File: config.mk
export PLATFORM = sky130hd
export DESIGN_NAME = cwf_gen
export DESIGN_NICKNAME = d
export VERILOG_FILES = /design/src/design/cwf_pkg.sv /design/src/design/cwf_db_if.sv /design/src/design/cwf_deadband.sv /design/src/design/cwf_gen.sv
export VERILOG_INCLUDE_DIRS = /design/src /design/src/design
export SDC_FILE = /design/constraint.sdc
export NUM_CORES = 1
export LEC_CHECK = 0
export BUFFER_PORTS_ARGS = -buffer_cell sky130_fd_sc_hd__buf_2
export CORE_UTILIZATION = 39
export DETAILED_ROUTE_END_ITERATION = 10
export GPL_TIMING_DRIVEN = 0
export PLACE_DENSITY_LB_ADDON = 0.1
export SYNTH_ARGS = -nofsm -noshare
export SYNTH_HDL_FRONTEND = slang
export SYNTH_SLANG_ARGS = --single-unit
File: constraint.sdc
create_clock -name clk_sys_i -period 5.3 [get_ports clk_sys_i]
set_input_delay 0 -clock clk_sys_i [delete_from_list [all_inputs] [get_ports clk_sys_i]]
set_output_delay 0 -clock clk_sys_i [all_outputs]
set_load 0.1 [all_outputs]
File: src/design/cwf_defines.svh
`ifndef CWF_DEFINES_SVH
`define CWF_DEFINES_SVH

// Register offsets inside one unit window
`define CWF_OFF_CTRL0     5'h00
`define CWF_OFF_CTRL1     5'h04
`define CWF_OFF_DBAND     5'h08
`define CWF_OFF_ASHUT     5'h0c
`define CWF_OFF_STEER     5'h10
`define CWF_OFF_STATUS    5'h14
`define CWF_UNIT_LSB      5

// Field positions
`define CWF_C0_MODE_LSB   0
`define CWF_C0_EN_BIT     7
`define CWF_C0_ISM_LSB    8
`define CWF_C0_CS_BIT     12
`define CWF_C1_POL_LSB    0
`define CWF_DB_RISE_LSB   0
`define CWF_DB_FALL_LSB   8
`define CWF_DB_RISE_EN    16
`define CWF_DB_FALL_EN    17
`define CWF_AS_MASK_LSB   0
`define CWF_AS_REN_BIT    6
`define CWF_AS_SHDN_BIT   7
`define CWF_AS_OVR_LSB    8
`define CWF_ST_STR_LSB    0
`define CWF_ST_SOVR_LSB   4
`define CWF_SR_SHDN_BIT   0
`define CWF_SR_OUT_LSB    4
`define CWF_SR_DIR_BIT    8
`define CWF_SR_SEQ_BIT    9

// Reset values and bus answers
`define CWF_RST_FIELD     1'b0
`define CWF_RST_SEQ       1'b1
`define CWF_RESP_OKAY     2'b00
`define CWF_RESP_SLVERR   2'b10

// Timing
`define CWF_DB_WIDTH      6

`endif

File: src/design/cwf_pkg.sv
package cwf_pkg;

	`include "cwf_defines.svh"

	typedef enum logic [2:0] {
		MODE_STEER_ASYNC = 3'b000,
		MODE_STEER_SYNC  = 3'b001,
		MODE_FB_FWD      = 3'b010,
		MODE_FB_REV      = 3'b011,
		MODE_HALF        = 3'b100,
		MODE_PUSH_PULL   = 3'b101,
		MODE_RSVD6       = 3'b110,
		MODE_RSVD7       = 3'b111
	} cwf_mode_e;

	typedef logic [`CWF_DB_WIDTH-1:0] cwf_count_t;

	typedef struct packed {
		logic       en;
		cwf_mode_e  mode;
		logic [3:0] ism;
		logic       cs;
		logic [3:0] pol;
		cwf_count_t dbr;
		cwf_count_t dbf;
		logic       dbr_en;
		logic       dbf_en;
		logic [3:0] as_mask;
		logic       restart;
		logic [3:0] ovr;
		logic [3:0] str;
		logic [3:0] sovr;
		logic       shdn;
		logic       din_prev;
		logic       pp_sel;
		logic       dir;
		logic [3:0] str_eff;
		logic [3:0] out;
	} cwf_unit_s;

	localparam cwf_unit_s CWF_UNIT_RST = '{
		mode:    MODE_STEER_ASYNC,
		pp_sel:  `CWF_RST_SEQ,
		default: `CWF_RST_FIELD
	};

endpackage : cwf_pkg

File: src/design/cwf_db_if.sv
`timescale 1ns/1ps
interface cwf_db_if;
	import cwf_pkg::*;
	logic       x;
	logic       tick;
	cwf_count_t count;
	logic       y;
	modport gen   (output x, output tick, output count, input y);
	modport timer (input x, input tick, input count, output y);
endinterface : cwf_db_if

File: src/design/cwf_deadband.sv
`timescale 1ns/1ps
module cwf_deadband
	import cwf_pkg::*;
(
	// Clock and reset
	input  wire logic clk_i,
	input  wire logic rst_n_i,
	// Timer link
	cwf_db_if.timer   db
);

	typedef struct packed {
		cwf_count_t cnt;
	} cwf_db_state_s;

	cwf_db_state_s s_q;
	cwf_db_state_s s_d;

	always_comb begin
		s_d = s_q;
		if (!db.x) begin
			s_d.cnt = '0;
		end else if (db.tick && (s_q.cnt < db.count)) begin
			s_d.cnt = s_q.cnt + cwf_count_t'(1);
		end
	end

	// Turn-on waits for the count; turn-off is never delayed
	assign db.y = db.x && (s_q.cnt >= db.count);

	always_ff @(posedge clk_i or negedge rst_n_i) begin
		if (!rst_n_i) begin
			s_q <= '0;
		end else begin
			s_q <= s_d;
		end
	end
endmodule : cwf_deadband

File: src/design/cwf_gen.sv
// Chosen here: the AXI4-Lite slave port and the placing of the registers.
`timescale 1ns/1ps
// Notes on behaviour
// - Six modes chosen by mode field
// - One data input, four outputs A-D
// - Dead time delays half-bridge and push-pull turn-on, and the full-bridge modulated leg
// - Two independent 6-bit dead-band timers
// - Separate rising and falling dead-band enables
// - Auto-shutdown: sources, restart, override levels
// - Half-bridge: A true, B inverted
// - Half-bridge outputs never both active
// - Steering ignored in half-bridge
// - Half-bridge C, D follow A, B
// - Push-pull alternates pulses between A, B
// - Steering ignored in push-pull
// - Sequencer resets on disable or shutdown
// - First pulse after reset goes to A
// - Push-pull C, D copy A, B
// - Full-bridge: three static, one modulated
// - Direction toggle allowed while enabled
// - Forward: A active, D modulated
// - Reverse: C active, B modulated
// - Independent polarity per output
// - Two independent generator copies
// - Direction change on next data rise
// - Full-bridge dead band only on enable and on turnaround
// - Mode 000 async, 001 sync steering
// - Polarity set is active-high; overrides raw
module cwf_gen
	import cwf_pkg::*;
#(
	parameter int NUM_UNITS = 2,
	parameter int NUM_SRC   = 16,
	parameter int NUM_SHDN  = 4
) (
	// Clock and reset
	input  wire logic                   clk_sys_i,
	input  wire logic                   nrst_i,
	// Pulse sources and shutdown sources
	input  wire logic [NUM_SRC-1:0]     data_src_i,
	input  wire logic [NUM_SHDN-1:0]    shutdown_src_i,
	input  wire logic                   fast_osc_tick_i,
	// AXI4-Lite slave
	input  wire logic [7:0]             s_axi_awaddr_i,
	input  wire logic                   s_axi_awvalid_i,
	output logic                        s_axi_awready_o,
	input  wire logic [31:0]            s_axi_wdata_i,
	input  wire logic [3:0]             s_axi_wstrb_i,
	input  wire logic                   s_axi_wvalid_i,
	output logic                        s_axi_wready_o,
	output logic [1:0]                  s_axi_bresp_o,
	output logic                        s_axi_bvalid_o,
	input  wire logic                   s_axi_bready_i,
	input  wire logic [7:0]             s_axi_araddr_i,
	input  wire logic                   s_axi_arvalid_i,
	output logic                        s_axi_arready_o,
	output logic [31:0]                 s_axi_rdata_o,
	output logic [1:0]                  s_axi_rresp_o,
	output logic                        s_axi_rvalid_o,
	input  wire logic                   s_axi_rready_i,
	// Bridge outputs, four per unit: A at bit 0 up to D at bit 3
	output logic [NUM_UNITS*4-1:0]      bridge_output_o
);

	typedef struct packed {
		logic                       awready;
		logic                       wready;
		logic                       aw_have;
		logic                       w_have;
		logic [7:0]                 awaddr;
		logic [31:0]                wdata;
		logic [3:0]                 wstrb;
		logic                       bvalid;
		logic [1:0]                 bresp;
		logic                       arready;
		logic                       rvalid;
		logic [31:0]                rdata;
		logic [1:0]                 rresp;
		cwf_unit_s [NUM_UNITS-1:0]  u;
	} cwf_state_s;

	////////////////////////////////////////////////////////////////////////
	// Helpers

	function automatic logic cwf_hit(input logic [7:0] addr);
		logic [4:0] off;
		off = addr[4:0];
		return (int'(addr[7:`CWF_UNIT_LSB]) < NUM_UNITS) &&
			(off == `CWF_OFF_CTRL0 || off == `CWF_OFF_CTRL1 || off == `CWF_OFF_DBAND ||
			 off == `CWF_OFF_ASHUT || off == `CWF_OFF_STEER || off == `CWF_OFF_STATUS);
	endfunction : cwf_hit

	function automatic logic [31:0] cwf_read(input cwf_unit_s u, input logic [4:0] off);
		logic [31:0] w;
		w = '0;
		case (off)
			`CWF_OFF_CTRL0: begin
				w[`CWF_C0_MODE_LSB +: 3] = u.mode;
				w[`CWF_C0_EN_BIT]        = u.en;
				w[`CWF_C0_ISM_LSB +: 4]  = u.ism;
				w[`CWF_C0_CS_BIT]        = u.cs;
			end
			`CWF_OFF_CTRL1: w[`CWF_C1_POL_LSB +: 4] = u.pol;
			`CWF_OFF_DBAND: begin
				w[`CWF_DB_RISE_LSB +: `CWF_DB_WIDTH] = u.dbr;
				w[`CWF_DB_FALL_LSB +: `CWF_DB_WIDTH] = u.dbf;
				w[`CWF_DB_RISE_EN]                   = u.dbr_en;
				w[`CWF_DB_FALL_EN]                   = u.dbf_en;
			end
			`CWF_OFF_ASHUT: begin
				w[`CWF_AS_MASK_LSB +: 4] = u.as_mask;
				w[`CWF_AS_REN_BIT]       = u.restart;
				w[`CWF_AS_SHDN_BIT]      = u.shdn;
				w[`CWF_AS_OVR_LSB +: 4]  = u.ovr;
			end
			`CWF_OFF_STEER: begin
				w[`CWF_ST_STR_LSB +: 4]  = u.str;
				w[`CWF_ST_SOVR_LSB +: 4] = u.sovr;
			end
			`CWF_OFF_STATUS: begin
				w[`CWF_SR_SHDN_BIT]     = u.shdn;
				w[`CWF_SR_OUT_LSB +: 4] = u.out;
				w[`CWF_SR_DIR_BIT]      = u.dir;
				w[`CWF_SR_SEQ_BIT]      = u.pp_sel;
			end
			default: w = '0;
		endcase
		return w;
	endfunction : cwf_read

	function automatic logic [31:0] cwf_merge(input logic [31:0] old, input logic [31:0] wd,
		input logic [3:0] strb);
		logic [31:0] m;
		m = old;
		for (int b = 0; b < 4; b++) begin
			if (strb[b]) begin
				m[8*b +: 8] = wd[8*b +: 8];
			end
		end
		return m;
	endfunction : cwf_merge

	function automatic logic cwf_din(input cwf_unit_s u, input logic [NUM_SRC-1:0] src);
		return src[u.ism];
	endfunction : cwf_din

	function automatic logic cwf_is_fb(input cwf_unit_s u);
		return u.mode == MODE_FB_FWD || u.mode == MODE_FB_REV;
	endfunction : cwf_is_fb

	////////////////////////////////////////////////////////////////////////
	// Reset release and state

	logic [1:0]   rst_sync_q;
	logic         rst_n;
	cwf_state_s   s_q;
	cwf_state_s   s_d;
	logic [NUM_UNITS*2-1:0] db_x;
	logic [NUM_UNITS*2-1:0] db_tick;
	cwf_count_t   db_count [NUM_UNITS*2];
	logic [NUM_UNITS*2-1:0] db_y;
	logic [3:0]   act_c [NUM_UNITS];
	logic [NUM_UNITS-1:0] dir_now_c;
	logic [NUM_UNITS-1:0] rise_c;

	always_ff @(posedge clk_sys_i or negedge nrst_i) begin
		if (!nrst_i) begin
			rst_sync_q <= 2'h0;
		end else begin
			rst_sync_q <= {rst_sync_q[0], 1'b1};
		end
	end
	assign rst_n = rst_sync_q[1];

	////////////////////////////////////////////////////////////////////////
	// Dead-band timers, rising then falling per unit

	always_comb begin
		for (int i = 0; i < NUM_UNITS; i++) begin
			cwf_unit_s u;
			logic      din;
			logic      rise;
			logic      turn;
			u    = s_q.u[i];
			din  = cwf_din(u, data_src_i);
			rise = din && !u.din_prev;
			turn = cwf_is_fb(u) && rise && (u.mode[0] != u.dir);
			rise_c[i] = rise;
			// A turnaround drops the timer input for one cycle so it restarts
			case (u.mode)
				MODE_HALF, MODE_PUSH_PULL: db_x[2*i] = u.en && din;
				MODE_FB_FWD, MODE_FB_REV:  db_x[2*i] = u.en && !turn;
				default:                   db_x[2*i] = 1'b0;
			endcase
			db_x[2*i+1]     = u.en && (u.mode == MODE_HALF) && !din;
			db_count[2*i]   = u.dbr_en ? u.dbr : cwf_count_t'(0);
			db_count[2*i+1] = u.dbf_en ? u.dbf : cwf_count_t'(0);
			db_tick[2*i]    = u.cs ? fast_osc_tick_i : 1'b1;
			db_tick[2*i+1]  = u.cs ? fast_osc_tick_i : 1'b1;
		end
	end

	for (genvar g = 0; g < NUM_UNITS*2; g++) begin : g_db
		cwf_db_if dbi ();
		assign dbi.x     = db_x[g];
		assign dbi.tick  = db_tick[g];
		assign dbi.count = db_count[g];
		assign db_y[g]   = dbi.y;
		cwf_deadband u_db (
			.clk_i   (clk_sys_i),
			.rst_n_i (rst_n),
			.db      (dbi)
		);
	end

	////////////////////////////////////////////////////////////////////////
	// Bus slave and waveform logic

	always_comb begin
		logic [4:0]  off;
		logic [2:0]  un;
		logic [31:0] m;
		s_d = s_q;
		off = s_q.awaddr[4:0];
		un  = s_q.awaddr[7:`CWF_UNIT_LSB];
		m   = '0;
		if (s_axi_awvalid_i && s_q.awready) begin
			s_d.aw_have = 1'b1;
			s_d.awaddr  = s_axi_awaddr_i;
			s_d.awready = 1'b0;
		end
		if (s_axi_wvalid_i && s_q.wready) begin
			s_d.w_have = 1'b1;
			s_d.wdata  = s_axi_wdata_i;
			s_d.wstrb  = s_axi_wstrb_i;
			s_d.wready = 1'b0;
		end
		if (s_q.bvalid && s_axi_bready_i) begin
			s_d.bvalid  = 1'b0;
			s_d.awready = 1'b1;
			s_d.wready  = 1'b1;
		end
		if (s_q.aw_have && s_q.w_have && !s_q.bvalid) begin
			s_d.aw_have = 1'b0;
			s_d.w_have  = 1'b0;
			s_d.bvalid  = 1'b1;
			s_d.bresp   = cwf_hit(s_q.awaddr) ? `CWF_RESP_OKAY : `CWF_RESP_SLVERR;
			if (cwf_hit(s_q.awaddr)) begin
				m = cwf_merge(cwf_read(s_q.u[un], off), s_q.wdata, s_q.wstrb);
				case (off)
					`CWF_OFF_CTRL0: begin
						// Mode may be rewritten while enabled; only the direction bit is meant to move
						s_d.u[un].mode = cwf_mode_e'(m[`CWF_C0_MODE_LSB +: 3]);
						s_d.u[un].en   = m[`CWF_C0_EN_BIT];
						s_d.u[un].ism  = m[`CWF_C0_ISM_LSB +: 4];
						s_d.u[un].cs   = m[`CWF_C0_CS_BIT];
					end
					`CWF_OFF_CTRL1: s_d.u[un].pol = m[`CWF_C1_POL_LSB +: 4];
					`CWF_OFF_DBAND: begin
						s_d.u[un].dbr    = m[`CWF_DB_RISE_LSB +: `CWF_DB_WIDTH];
						s_d.u[un].dbf    = m[`CWF_DB_FALL_LSB +: `CWF_DB_WIDTH];
						s_d.u[un].dbr_en = m[`CWF_DB_RISE_EN];
						s_d.u[un].dbf_en = m[`CWF_DB_FALL_EN];
					end
					`CWF_OFF_ASHUT: begin
						s_d.u[un].as_mask = m[`CWF_AS_MASK_LSB +: 4];
						s_d.u[un].restart = m[`CWF_AS_REN_BIT];
						s_d.u[un].shdn    = m[`CWF_AS_SHDN_BIT];
						s_d.u[un].ovr     = m[`CWF_AS_OVR_LSB +: 4];
					end
					`CWF_OFF_STEER: begin
						s_d.u[un].str  = m[`CWF_ST_STR_LSB +: 4];
						s_d.u[un].sovr = m[`CWF_ST_SOVR_LSB +: 4];
					end
					default: m = '0;
				endcase
			end
		end
		if (s_axi_arvalid_i && s_q.arready) begin
			s_d.arready = 1'b0;
			s_d.rvalid  = 1'b1;
			s_d.rresp   = cwf_hit(s_axi_araddr_i) ? `CWF_RESP_OKAY : `CWF_RESP_SLVERR;
			s_d.rdata   = cwf_hit(s_axi_araddr_i) ?
				cwf_read(s_q.u[s_axi_araddr_i[7:`CWF_UNIT_LSB]], s_axi_araddr_i[4:0]) : 32'h0;
		end
		if (s_q.rvalid && s_axi_rready_i) begin
			s_d.rvalid  = 1'b0;
			s_d.arready = 1'b1;
		end

		for (int i = 0; i < NUM_UNITS; i++) begin
			cwf_unit_s  u;
			logic       din;
			logic       trip;
			logic       shut;
			logic       sel;
			logic       dir;
			logic [3:0] str;
			logic [3:0] act;
			logic [3:0] o;
			logic       ry;
			logic       fy;
			sel  = 1'b0;
			dir  = 1'b0;
			str  = 4'h0;
			act  = 4'h0;
			o    = 4'h0;
			u    = s_q.u[i];
			din  = cwf_din(u, data_src_i);
			trip = u.en && |(shutdown_src_i & u.as_mask[NUM_SHDN-1:0]);
			shut = u.shdn || trip;
			ry   = db_y[2*i];
			fy   = db_y[2*i+1];
			s_d.u[i].din_prev = din;
			// Hardware set comes after the register write so it wins
			if (trip) begin
				s_d.u[i].shdn = 1'b1;
			end else if (u.shdn && u.restart) begin
				s_d.u[i].shdn = 1'b0;
			end
			sel = rise_c[i] ? !u.pp_sel : u.pp_sel;
			if (!u.en || shut) begin
				s_d.u[i].pp_sel = `CWF_RST_SEQ;
			end else if (rise_c[i] && u.mode == MODE_PUSH_PULL) begin
				s_d.u[i].pp_sel = !u.pp_sel;
			end
			dir = (!u.en || (cwf_is_fb(u) && rise_c[i])) ? u.mode[0] : u.dir;
			s_d.u[i].dir = dir;
			dir_now_c[i] = dir;
			str = (u.mode == MODE_STEER_ASYNC || rise_c[i]) ? u.str : u.str_eff;
			s_d.u[i].str_eff = str;
			case (u.mode)
				MODE_HALF:      act = {fy, ry, fy, ry};
				MODE_PUSH_PULL: act = {ry && sel, ry && !sel, ry && sel, ry && !sel};
				MODE_FB_FWD, MODE_FB_REV: begin
					// Static legs switch at once; only the modulated leg waits
					act = dir ? {1'b0, 1'b1, din && ry, 1'b0} : {din && ry, 1'b0, 1'b0, 1'b1};
				end
				default:        act = {4{din}};
			endcase
			act_c[i] = act;
			o = act ^ ~u.pol;
			if (u.mode == MODE_STEER_ASYNC || u.mode == MODE_STEER_SYNC) begin
				o = (o & str) | (u.sovr & ~str);
				if (shut) begin
					o = (u.ovr & str) | (o & ~str);
				end
			end else if (u.mode == MODE_RSVD6 || u.mode == MODE_RSVD7) begin
				o = ~u.pol;
			end else if (shut) begin
				o = u.ovr;
			end
			if (!u.en) begin
				o = ~u.pol;
			end
			s_d.u[i].out = o;
		end
	end

	always_ff @(posedge clk_sys_i or negedge rst_n) begin
		if (!rst_n) begin
			s_q <= '{awready: 1'b1, wready: 1'b1, arready: 1'b1,
				u: {NUM_UNITS{CWF_UNIT_RST}}, default: '0};
		end else begin
			s_q <= s_d;
		end
	end

	assign s_axi_awready_o = s_q.awready;
	assign s_axi_wready_o  = s_q.wready;
	assign s_axi_bvalid_o  = s_q.bvalid;
	assign s_axi_bresp_o   = s_q.bresp;
	assign s_axi_arready_o = s_q.arready;
	assign s_axi_rvalid_o  = s_q.rvalid;
	assign s_axi_rdata_o   = s_q.rdata;
	assign s_axi_rresp_o   = s_q.rresp;
	for (genvar i = 0; i < NUM_UNITS; i++) begin : g_out
		assign bridge_output_o[4*i +: 4] = s_q.u[i].out;
	end
endmodule : cwf_gen

* After elaboration in Yosys (flattened, before gate mapping) *
Cells that the tools add are included.

storage, ports and cells
  flip-flop bits (word level) = 210
  input bits = 80
  word-level logic and storage cells = 386
  output and inout bits = 49

operators by class
  $lt $le $gt $ge = 15
  equal/unequal tests = 30
  bitwise gates (word level) = 20
  muxes and demuxes = 144
  reductions and logical operators = 115
  add/subtract/negate cells = 4

operators with widths
  operator               number
  $bwmux W112            15
  $demux W56 S1          15
  $pmux W112 S5          1
  $mux W56               5
  $mux W68               2
  $mux W6                15
  $mux W4                14
  $mux W55               1
  $mux W52               1
  $mux W48               1
  $mux W47               1
  $logic_and A1 B1 Y1    44
  $mux W43               1
  $and A4 B4 Y4          10
  $mux W37               1
  $mux W36               1
  $mux W31               1
  $mux W30               1
  $mux W29               1
  $reduce_bool A7 Y1     4
  $mux W25               1
  $add A6 B1 Y6 const B  4
  $eq A3 B3 Y1 const B   8
  $ge A6 B6 Y1           4
  42 further kinds       176

* Depth between registers and ports, before layout *
Gate-level depths: netlist (run 1).

  word-level depth = 20
  mapped depth = 13
  mapped depth without buffers = 12

* Hierarchy *
Synthesis (run 1) repeated with hierarchy kept, for this count alone.

unflattened totals
  cell total of the unflattened synthesis = 1325
  area total of the unflattened synthesis = 12060.3 um^2

by module, submodules not included
  module        area an instance (um^2)  sequential area each (um^2)  cells an instance  instances
  cwf_gen       10083.4                  4160.2                       1097               1
  cwf_deadband  494.2                    150.1                        57                 4

* Worst setup path before layout (run 1) *
Ideal clock, no wire load.

  path type = flip-flop to flip-flop
  from = register s_q[104] (netlist name)
  to = register s_q, in the netlist bridge_output_o[5]
  clock period less this slack = 3.147 ns
  data required time = 5.174 ns
  cell stages (with the launch flop) = 12
  path buffers = 2
  arrival = 3.021 ns
  setup time = 0.126 ns
  path slack = 2.153 ns
  path through = dfrtp_1 buf_6 mux4_2 mux4_2 or4_1 buf_2 o21ai_2 o21ai_1 xor2_1 mux2i_1 a21oi_1 a311o_1

RTL lines
  what                    line            RTL
  start, declared         cwf_gen.sv:156  cwf_state_s s_q;
  start signal, assigned  cwf_gen.sv:362  s_q <= '{awready: 1'b1, wready: 1'b1, arready: 1'b1,

* Worst setup path in the final report (run 1) *
  from = register s_q[190] (netlist name)
  to = register s_q[32] (netlist name)

between the ends
  cells in the longest elaborated chain, start to end = 9
  elaborated cells between the ends (all ways) = 22
  classes of those cells = eq/ne (5); mux (8); reduce/logical (9)

ends and longest elaborated chain
  what                                  line            RTL
  $eq A5 B5 Y1 (tied with other cells)  cwf_gen.sv:96   case (off)
  $pmux W2 S4                           cwf_gen.sv:96
  $mux W6                               cwf_gen.sv:136  if (strb[b]) begin
  $mux W6                               cwf_gen.sv:248  if (cwf_hit(s_q.awaddr)) begin
  $mux W6                               cwf_gen.sv:243  if (s_q.aw_have && s_q.w_have && !s_q.bvalid) begin
  $bwmux W112                           cwf_gen.sv:261  s_d.u[un].dbf = m[`CWF_DB_FALL_LSB +: `CWF_DB_WIDTH];
  $bwmux W112                           cwf_gen.sv:262  s_d.u[un].dbr_en = m[`CWF_DB_RISE_EN];
  $bwmux W112                           cwf_gen.sv:263  s_d.u[un].dbf_en = m[`CWF_DB_FALL_EN];
  $pmux W112 S5                         cwf_gen.sv:250  case (off)

Several ways; a longest one is shown, not always the timed one. The select of a mux whose other input is x is not followed.
A chain may end at the register's enable or synchronous reset.

==> flow_summary.toml, run 1 <==
[status]
status = "finished, final reports clean"

[layout]
syn2layout_area_growth_pct = 18.7
drive_gt1_share_pct = 19.3
final_common_cell = "dfrtp_1"
final_nets = 1476
final_cell_mix = "184 x dfrtp_1, 148 x nand2_1, 95 x buf_2, 86 x nor2_1, 75 x a21oi_1"

[placement]
gp_congestion = 0.946
hpwlAfterDp_microns = 29400
io_buffers = 91

[power_and_ir_drop]
clock_power_share_pct = 23.9
pwr-share-seq_pct = 35.0
combinationalPowerShare_pct = 41.2
p_leak_nw = 5.83
p_int_w = 0.00319
power.net_switching_w = 0.00251
power_w = 0.00570
peakVddDrop_mv = 0.426
swShare_pct = 44.0
pwr_density_cell_nw_per_um2 = 424

[synth]
synth-simple-area-share_pct = 14.5
syn_area_sq_um = 11300
synth.avg_cell_area_sq_um = 9.49
seq_area_frac_synth_pct = 42.1
synthAdderAreaFrac_pct = 3.43
synth_compound_area_share_pct = 17.2
synth_xor_area_share_pct = 2.24
syn_inst = 1193
ys_seq_elements = 190
yosys_warnings = 0
async_reset_ff_share_pct = 100
muxShareOfSynthArea_pct = 14.3
synthFlopType = "dfrtp_1"
synth_top_family_by_area = "compound AO/OA/AOI/OAI gates"
synth_edf_count = 0
ys_types = 69

[timing]
tightest_slew_ps = 1310
period_minus_slack_ps = 3980
rsz0062_at_grt = "no"
clock_skew_ps = 14.9
fin_crit_sh_pct = 75.1
fmax_mhz = 251
setup_viol = 0
max-slew-margin-rel_pct = 12.8
finalHoldViolCount = 0
drv_slew = 0
tns_ps = 0

[clocking]
tritoncts = "done"
clkSinkCount = 190
worstSkewPairLatency_ps = 450
clk_pin_slew_worst_paths_ps = 70
clk_path_buf_depth = 2
post_cts_buffers = 0
htreeDepth = 4
cts_buffers = 17
clockRootBuffer = "clkbuf_16"

[setup_path]
critical_path_class = "reg -> reg"
end_kind = "flop"
cp_data_required_time_ps = 5570
cp-start-kind = "flop"
path_max_fanout = 10
crit_arrival_ps = 4250

[routing]
wl_per_cell_microns = 21.8
drt-vias-per-instance = 5.61
dr.pass1.iters = 6
routed_wl_microns = 38400
ant_nets = 0
drc_errors = 0
num_vias = 9885
drtIter0Drc = 1032

[die]
die_h_microns = 172
dieWidth_microns = 172
dieArea_sq_um = 29700
initial_core_util_pct = 39.5
boundaryPins = 129
core_area_sq_um = 28600
core.rowCount = 62

[grt]
grt_pass1_wl_microns = 58200
grtUsageTotal_pct = 27.1
overflow = 0
grt_max_degree = 63
grt_pass1_vias = 9431
antenna_found_initial = 2

[run]
drv_cap = 0

[worst_hold_path]
hold_path.class = "in -> reg"
## cell usage after synthesis (all sizes together), types with 6 or more instances
library cell / instances / area share [%]
o21ai: 89 / 4.0
a211oi: 11 / 0.73
nor2: 86 / 2.9
o211ai: 8 / 0.53
dfrtp: 185 / 41
clkbuf: 54 / 1.8
mux4: 11 / 2.2
a221oi: 19 / 1.5
nand3: 18 / 0.80
a222oi: 8 / 0.71
and3: 9 / 0.50
and2: 12 / 0.66
a22oi: 22 / 1.5
buf: 54 / 3.4
mux2: 70 / 7.0
o31ai: 13 / 0.86
a21oi: 75 / 3.3
nand2b: 16 / 0.88
xnor2: 10 / 0.77
ha: 31 / 3.4
nand2: 148 / 4.9
nand4: 19 / 1.1
xor2: 19 / 1.5
inv: 33 / 1.1
nor3: 17 / 0.75
a31oi: 6 / 0.33
mux2i: 58 / 5.1
a22o: 10 / 0.77
a221o: 6 / 0.53
nor2b: 12 / 0.66
## registers in the layout, summed over array words and instances (netlist names), 2 cells and up
signal	cells
s_q	133
g_db.u_db.s_q	24
s_axi_rdata_o	16
bridge_output_o	8
rst_sync_q	2
## cell type report
| type | count | area, sq um |
|---|---|---|
| clock inverter | 14 | 181 |
| buffer | 108 | 583 |
| antenna | 1 | 2.50 |
| multi-input combinational | 879 | 5920 |
| tap | 384 | 480 |
| sequential | 190 | 4760 |
| clock buffer | 18 | 429 |
| inverter | 33 | 124 |
| fill | 2735 | 15200 |
| timing repair buffer | 136 | 958 |
## through the flow
step	worst slack (ps)	instances	area, sq um	hold slack, ps	util (%)
after floorplan	2150	1210	11400	-296	-
after global placement	808	1685	12300	-214	43.0
after detailed placement	1540	1689	12400	-213	43.4
after CTS	1520	1762	13400	12.5	46.9
after global routing	1250	1763	13400	49.2	47.0
final	1320	1763	13400	37.5	47.0
## cells by family after synthesis
family	count (synthesis)
xor gates and xnor gates	29
other	2
buffers and inverters	141
and+or+nand+nor	359
adders and majority gates	31
muxes	139
AOI/OAI and AO/OA	302
DFF	190
## worst max-delay path, stage by stage, from the launching register on
cell and delay (ps):
dfrtp_1 380, clkbuf_1 480, clkbuf_1 610, clkbuf_1 620, nand2_1 450, nor2_1 450
nand2_1 200, clkbuf_1 360, nand2_1 140, o21ai_0 100
## power by group through the flow
stage | Sequential (W) | Clock [W] | Combinational, W
detailed placement | 0.00202 | 0 | 0.00228
global placement | 0.00204 | 0 | 0.00224
finish | 0.00199 | 0.00136 | 0.00235
floorplan | 0.00198 | 0 | 0.00160
CTS | 0.00199 | 0.00140 | 0.00232
global route | 0.00202 | 0.00146 | 0.00250
## what timing repair did
item                                   4_1_cts  5_1_grt
resized for setup                            0        0
endpoints found under the hold margin       41        0
hold buffers                                41        0
## worst paths after layout
path,cells past startpoint,end,start,slack (ps)
max,9,s_q[32],s_q[190],1320
min,5,s_q[11],shutdown_src_i[3],40
max reg2reg,9,s_q[32],s_q[190],1320
min reg2reg,0,s_q[46],rst_sync_q[1],220
max in group asynchronous,3,s_axi_arready_o,rst_sync_q[1],3790
min in group asynchronous,0,s_q[46],rst_sync_q[1],220
## metal layers
layer | GRT usage, % | part of all wire, % | vias up
li1 | - | - | 4631
met1 | 36.9 | 45 | 4795
met2 | 41.8 | 44 | 384
met3 | 5.91 | 6.8 | 73
met4 | 10.9 | 3.8 | 2
met5 | 0 | 0.034 | -
No activity file was read; power rests on OpenSTA's default activity.
==> run 2, diff against run 1 <==
- ABC_AREA: default -> 1
- clock period: 5.3 -> 4.1 ns (I/O delays scaled with it)
==> flow_summary.toml, run 2 <==
[clocking]
clockRootBuffer = "clkbuf_16"
cts_buffers = 17
clk_pin_slew_worst_paths_ps = 80
ctsHoldBuffers = 41
worstSkewPairLatency_ps = 470
clkSinkCount = 190
htreeDepth = 4
clk_path_buf_depth = 2
cts-resized-gates = 0
post_cts_buffers = 0
tritoncts = "done"

[worst_hold_path]
whs_path_depth = 3
hold_path.class = "in -> reg"
holdCritStartpoint = "s_axi_araddr_i[4]"
holdPathEnd = "s_axi_rresp_o[1]"

[synth]
synthFlopType = "dfrtp_1"
syn_inst = 1638
seq_area_frac_synth_pct = 39.7
synth.avg_cell_area_sq_um = 7.32
yosys_warnings = 0
async_reset_ff_share_pct = 100
syn_area_sq_um = 12000
ys_types = 56
synth_edf_count = 0
netlist.area_leader.share_pct = 38.6
yosys.area.top_type = "dfrtp_1"
netlist_top_cells_count = "383 x nand2_1, 222 x inv_1, 185 x dfrtp_1"
yosysMostFrequentCell = "nand2_1"
ys_seq_elements = 190
synth_area_leaders = "dfrtp_1 39%, nand2_1 12%, inv_1 6.9%"

[power_and_ir_drop]
pwr-share-seq_pct = 31.7
p_leak_nw = 6.85
p_int_w = 0.00444
power_w = 0.00936
swShare_pct = 52.6
peakVddDrop_mv = 0.387
combinationalPowerShare_pct = 49.7
clock_power_share_pct = 18.6
pwr_density_cell_nw_per_um2 = 664
power.net_switching_w = 0.00492

[timing]
rsz0062_at_grt = "no"
finalHoldViolCount = 0
drv_slew = 0
fmax_mhz = 298
tightest_slew_ps = 1250
fin_crit_sh_pct = 82.0
max-slew-margin-rel_pct = 16.1
period_minus_slack_ps = 3360
clock_skew_ps = 15.8
setup_viol = 0

[setup_path]
crit_arrival_ps = 3660
max_stage_delay_ps = 710
cp_data_required_time_ps = 4400
cpMostUsedCell = "inv_1"
path_max_fanout = 10
r2r_slack_ps = 740
r2r_cells = 9
slowest_stage = "clkbuf_1"
rr_startpoint = "s_q[191]"
cp-start-kind = "flop"
crit_chain = "inv_1 > nand4_1 > clkbuf_1 > o221ai_1 > a221oi_1 > o21a_1 > inv_1 > nor2_1 > o22ai_1"
critical_path_class = "reg -> reg"
end_kind = "flop"
reg2reg_to = "s_q[102]"
startpoint = "s_q[191]"

[die]
boundaryPins = 129
core.rowCount = 63
dieArea_sq_um = 31500
die_h_microns = 177
dieWidth_microns = 177
initial_core_util_pct = 40.0
core_area_sq_um = 30000

[placement]
hpwlAfterDp_microns = 40600
gp_congestion = 1.01
placed_cells = 2140
io_buffers = 92

[routing]
routed_wl_microns = 53000
routed.top_layer = "met4"
num_vias = 12600
dr_wl_met2_microns = 23300
wl_met1_microns = 22900
wl_per_cell_microns = 23.9
dr.pass1.iters = 9
drtIter0Drc = 1403
ant_nets = 0
drt-vias-per-instance = 5.70
drc_errors = 0
met3WireLength_microns = 4290

[run]
drv_cap = 0

[layout]
drive_gt1_share_pct = 12.1
final_cell_mix = "383 x nand2_1, 222 x inv_1, 184 x dfrtp_1, 148 x o21ai_0, 127 x nor2_1"
final_nets = 1921
layoutNonFillerInstCount = 2214
top_register = "s_q"
largest_register_ffs = 133
final_common_cell = "nand2_1"
final.fill_count = 3058
syn2layout_area_growth_pct = 17.5

[grt]
grt_pass1_vias = 11700
grt_max_degree = 61
overflow = 0
grt_pass1_wl_microns = 77400
antenna_found_initial = 1
grtUsageTotal_pct = 34.7

[status]
status = "finished, final reports clean"
-- run 2: cell count changes after synthesis, moves of 16 or more --
cell	previous run	this run
inv_1	32	222
mux2_2	68	0
mux2i_1	58	1
nand2_1	148	383
nand2b_1	16	0
nand3_1	18	70
nor2_1	86	127
o211ai_1	8	34
o21ai_0	32	148
o21ai_1	56	6
o22ai_1	3	92
-- run 2: cells by family after synthesis --
kind of cell | share of synthesized area [%]
buf+inv | 12.2
compound gates | 22.2
fa+ha+maj | 3.23
mux | 0.0835
xor+xnor | 0.730
other cells | 0.0626
flops | 39.7
simple gates | 21.9
-- run 2: critical path, delay by kind of cell (launching register included) --
family                 cells  cell delay (ps)
DFF                        1              400
and+or+nand+nor            2              950
buffers and inverters      3              890
AOI/OAI and AO/OA          4              950
-- run 2: routing by layer --
metal | vias to the layer above | GRT usage [%]
li1 | 5825 | -
met1 | 6001 | 47.8
met2 | 664 | 52.6
met3 | 121 | 6.21
met4 | 0 | 16.7
met5 | - | 0
-- run 2: final cells by class --
class	count	area, sq um	area share (%)
Timing Repair Buffer	136	953	6.77
Clock inverter	14	146	1.04
Tap cell	390	488	3.46
Sequential cell	190	4760	33.8
Inverter	234	881	6.25
Buffer	99	578	4.10
Antenna cell	1	2.50	0.0178
Clock buffer	18	439	3.12
Multi-Input combinational cell	1132	5840	41.4
-- run 2: through the flow --
stage	hold slack, ps	setup TNS, ps	cell area, sq um	utilization [%]	worst slack [ps]
after floorplan	-296	0	12100	-	971
after global placement	-214	-83210	13000	43.4	-476
after detailed placement	-211	0	13100	43.7	814
after CTS	28.7	0	14100	47.0	809
after global routing	78.9	0	14100	47.0	607
final	74.6	0	14100	47.0	740
-- run 2: power by group through the flow --
stage	Clock [W]	Sequential, W	Combinational (W)
after CTS	0.00176	0.00294	0.00454
final	0.00174	0.00297	0.00466
after global placement	0	0.00300	0.00442
after global routing	0.00184	0.00300	0.00500
after detailed placement	0	0.00298	0.00448
after floorplan	0	0.00285	0.00295
-- run 2: worst max-delay path by stage --
stage / end / slack, ps / depth (start not counted)
3_3_place_gp: s_q[66] / -480 / 0
5_1_grt: bridge_output_o[7] / 610 / 17
4_1_cts: s_q[101] / 810 / 11
6_report: s_q[102] / 740 / 9
3_5_place_dp: s_q[102] / 810 / 9
2_1_floorplan: bridge_output_o[0] / 970 / 0
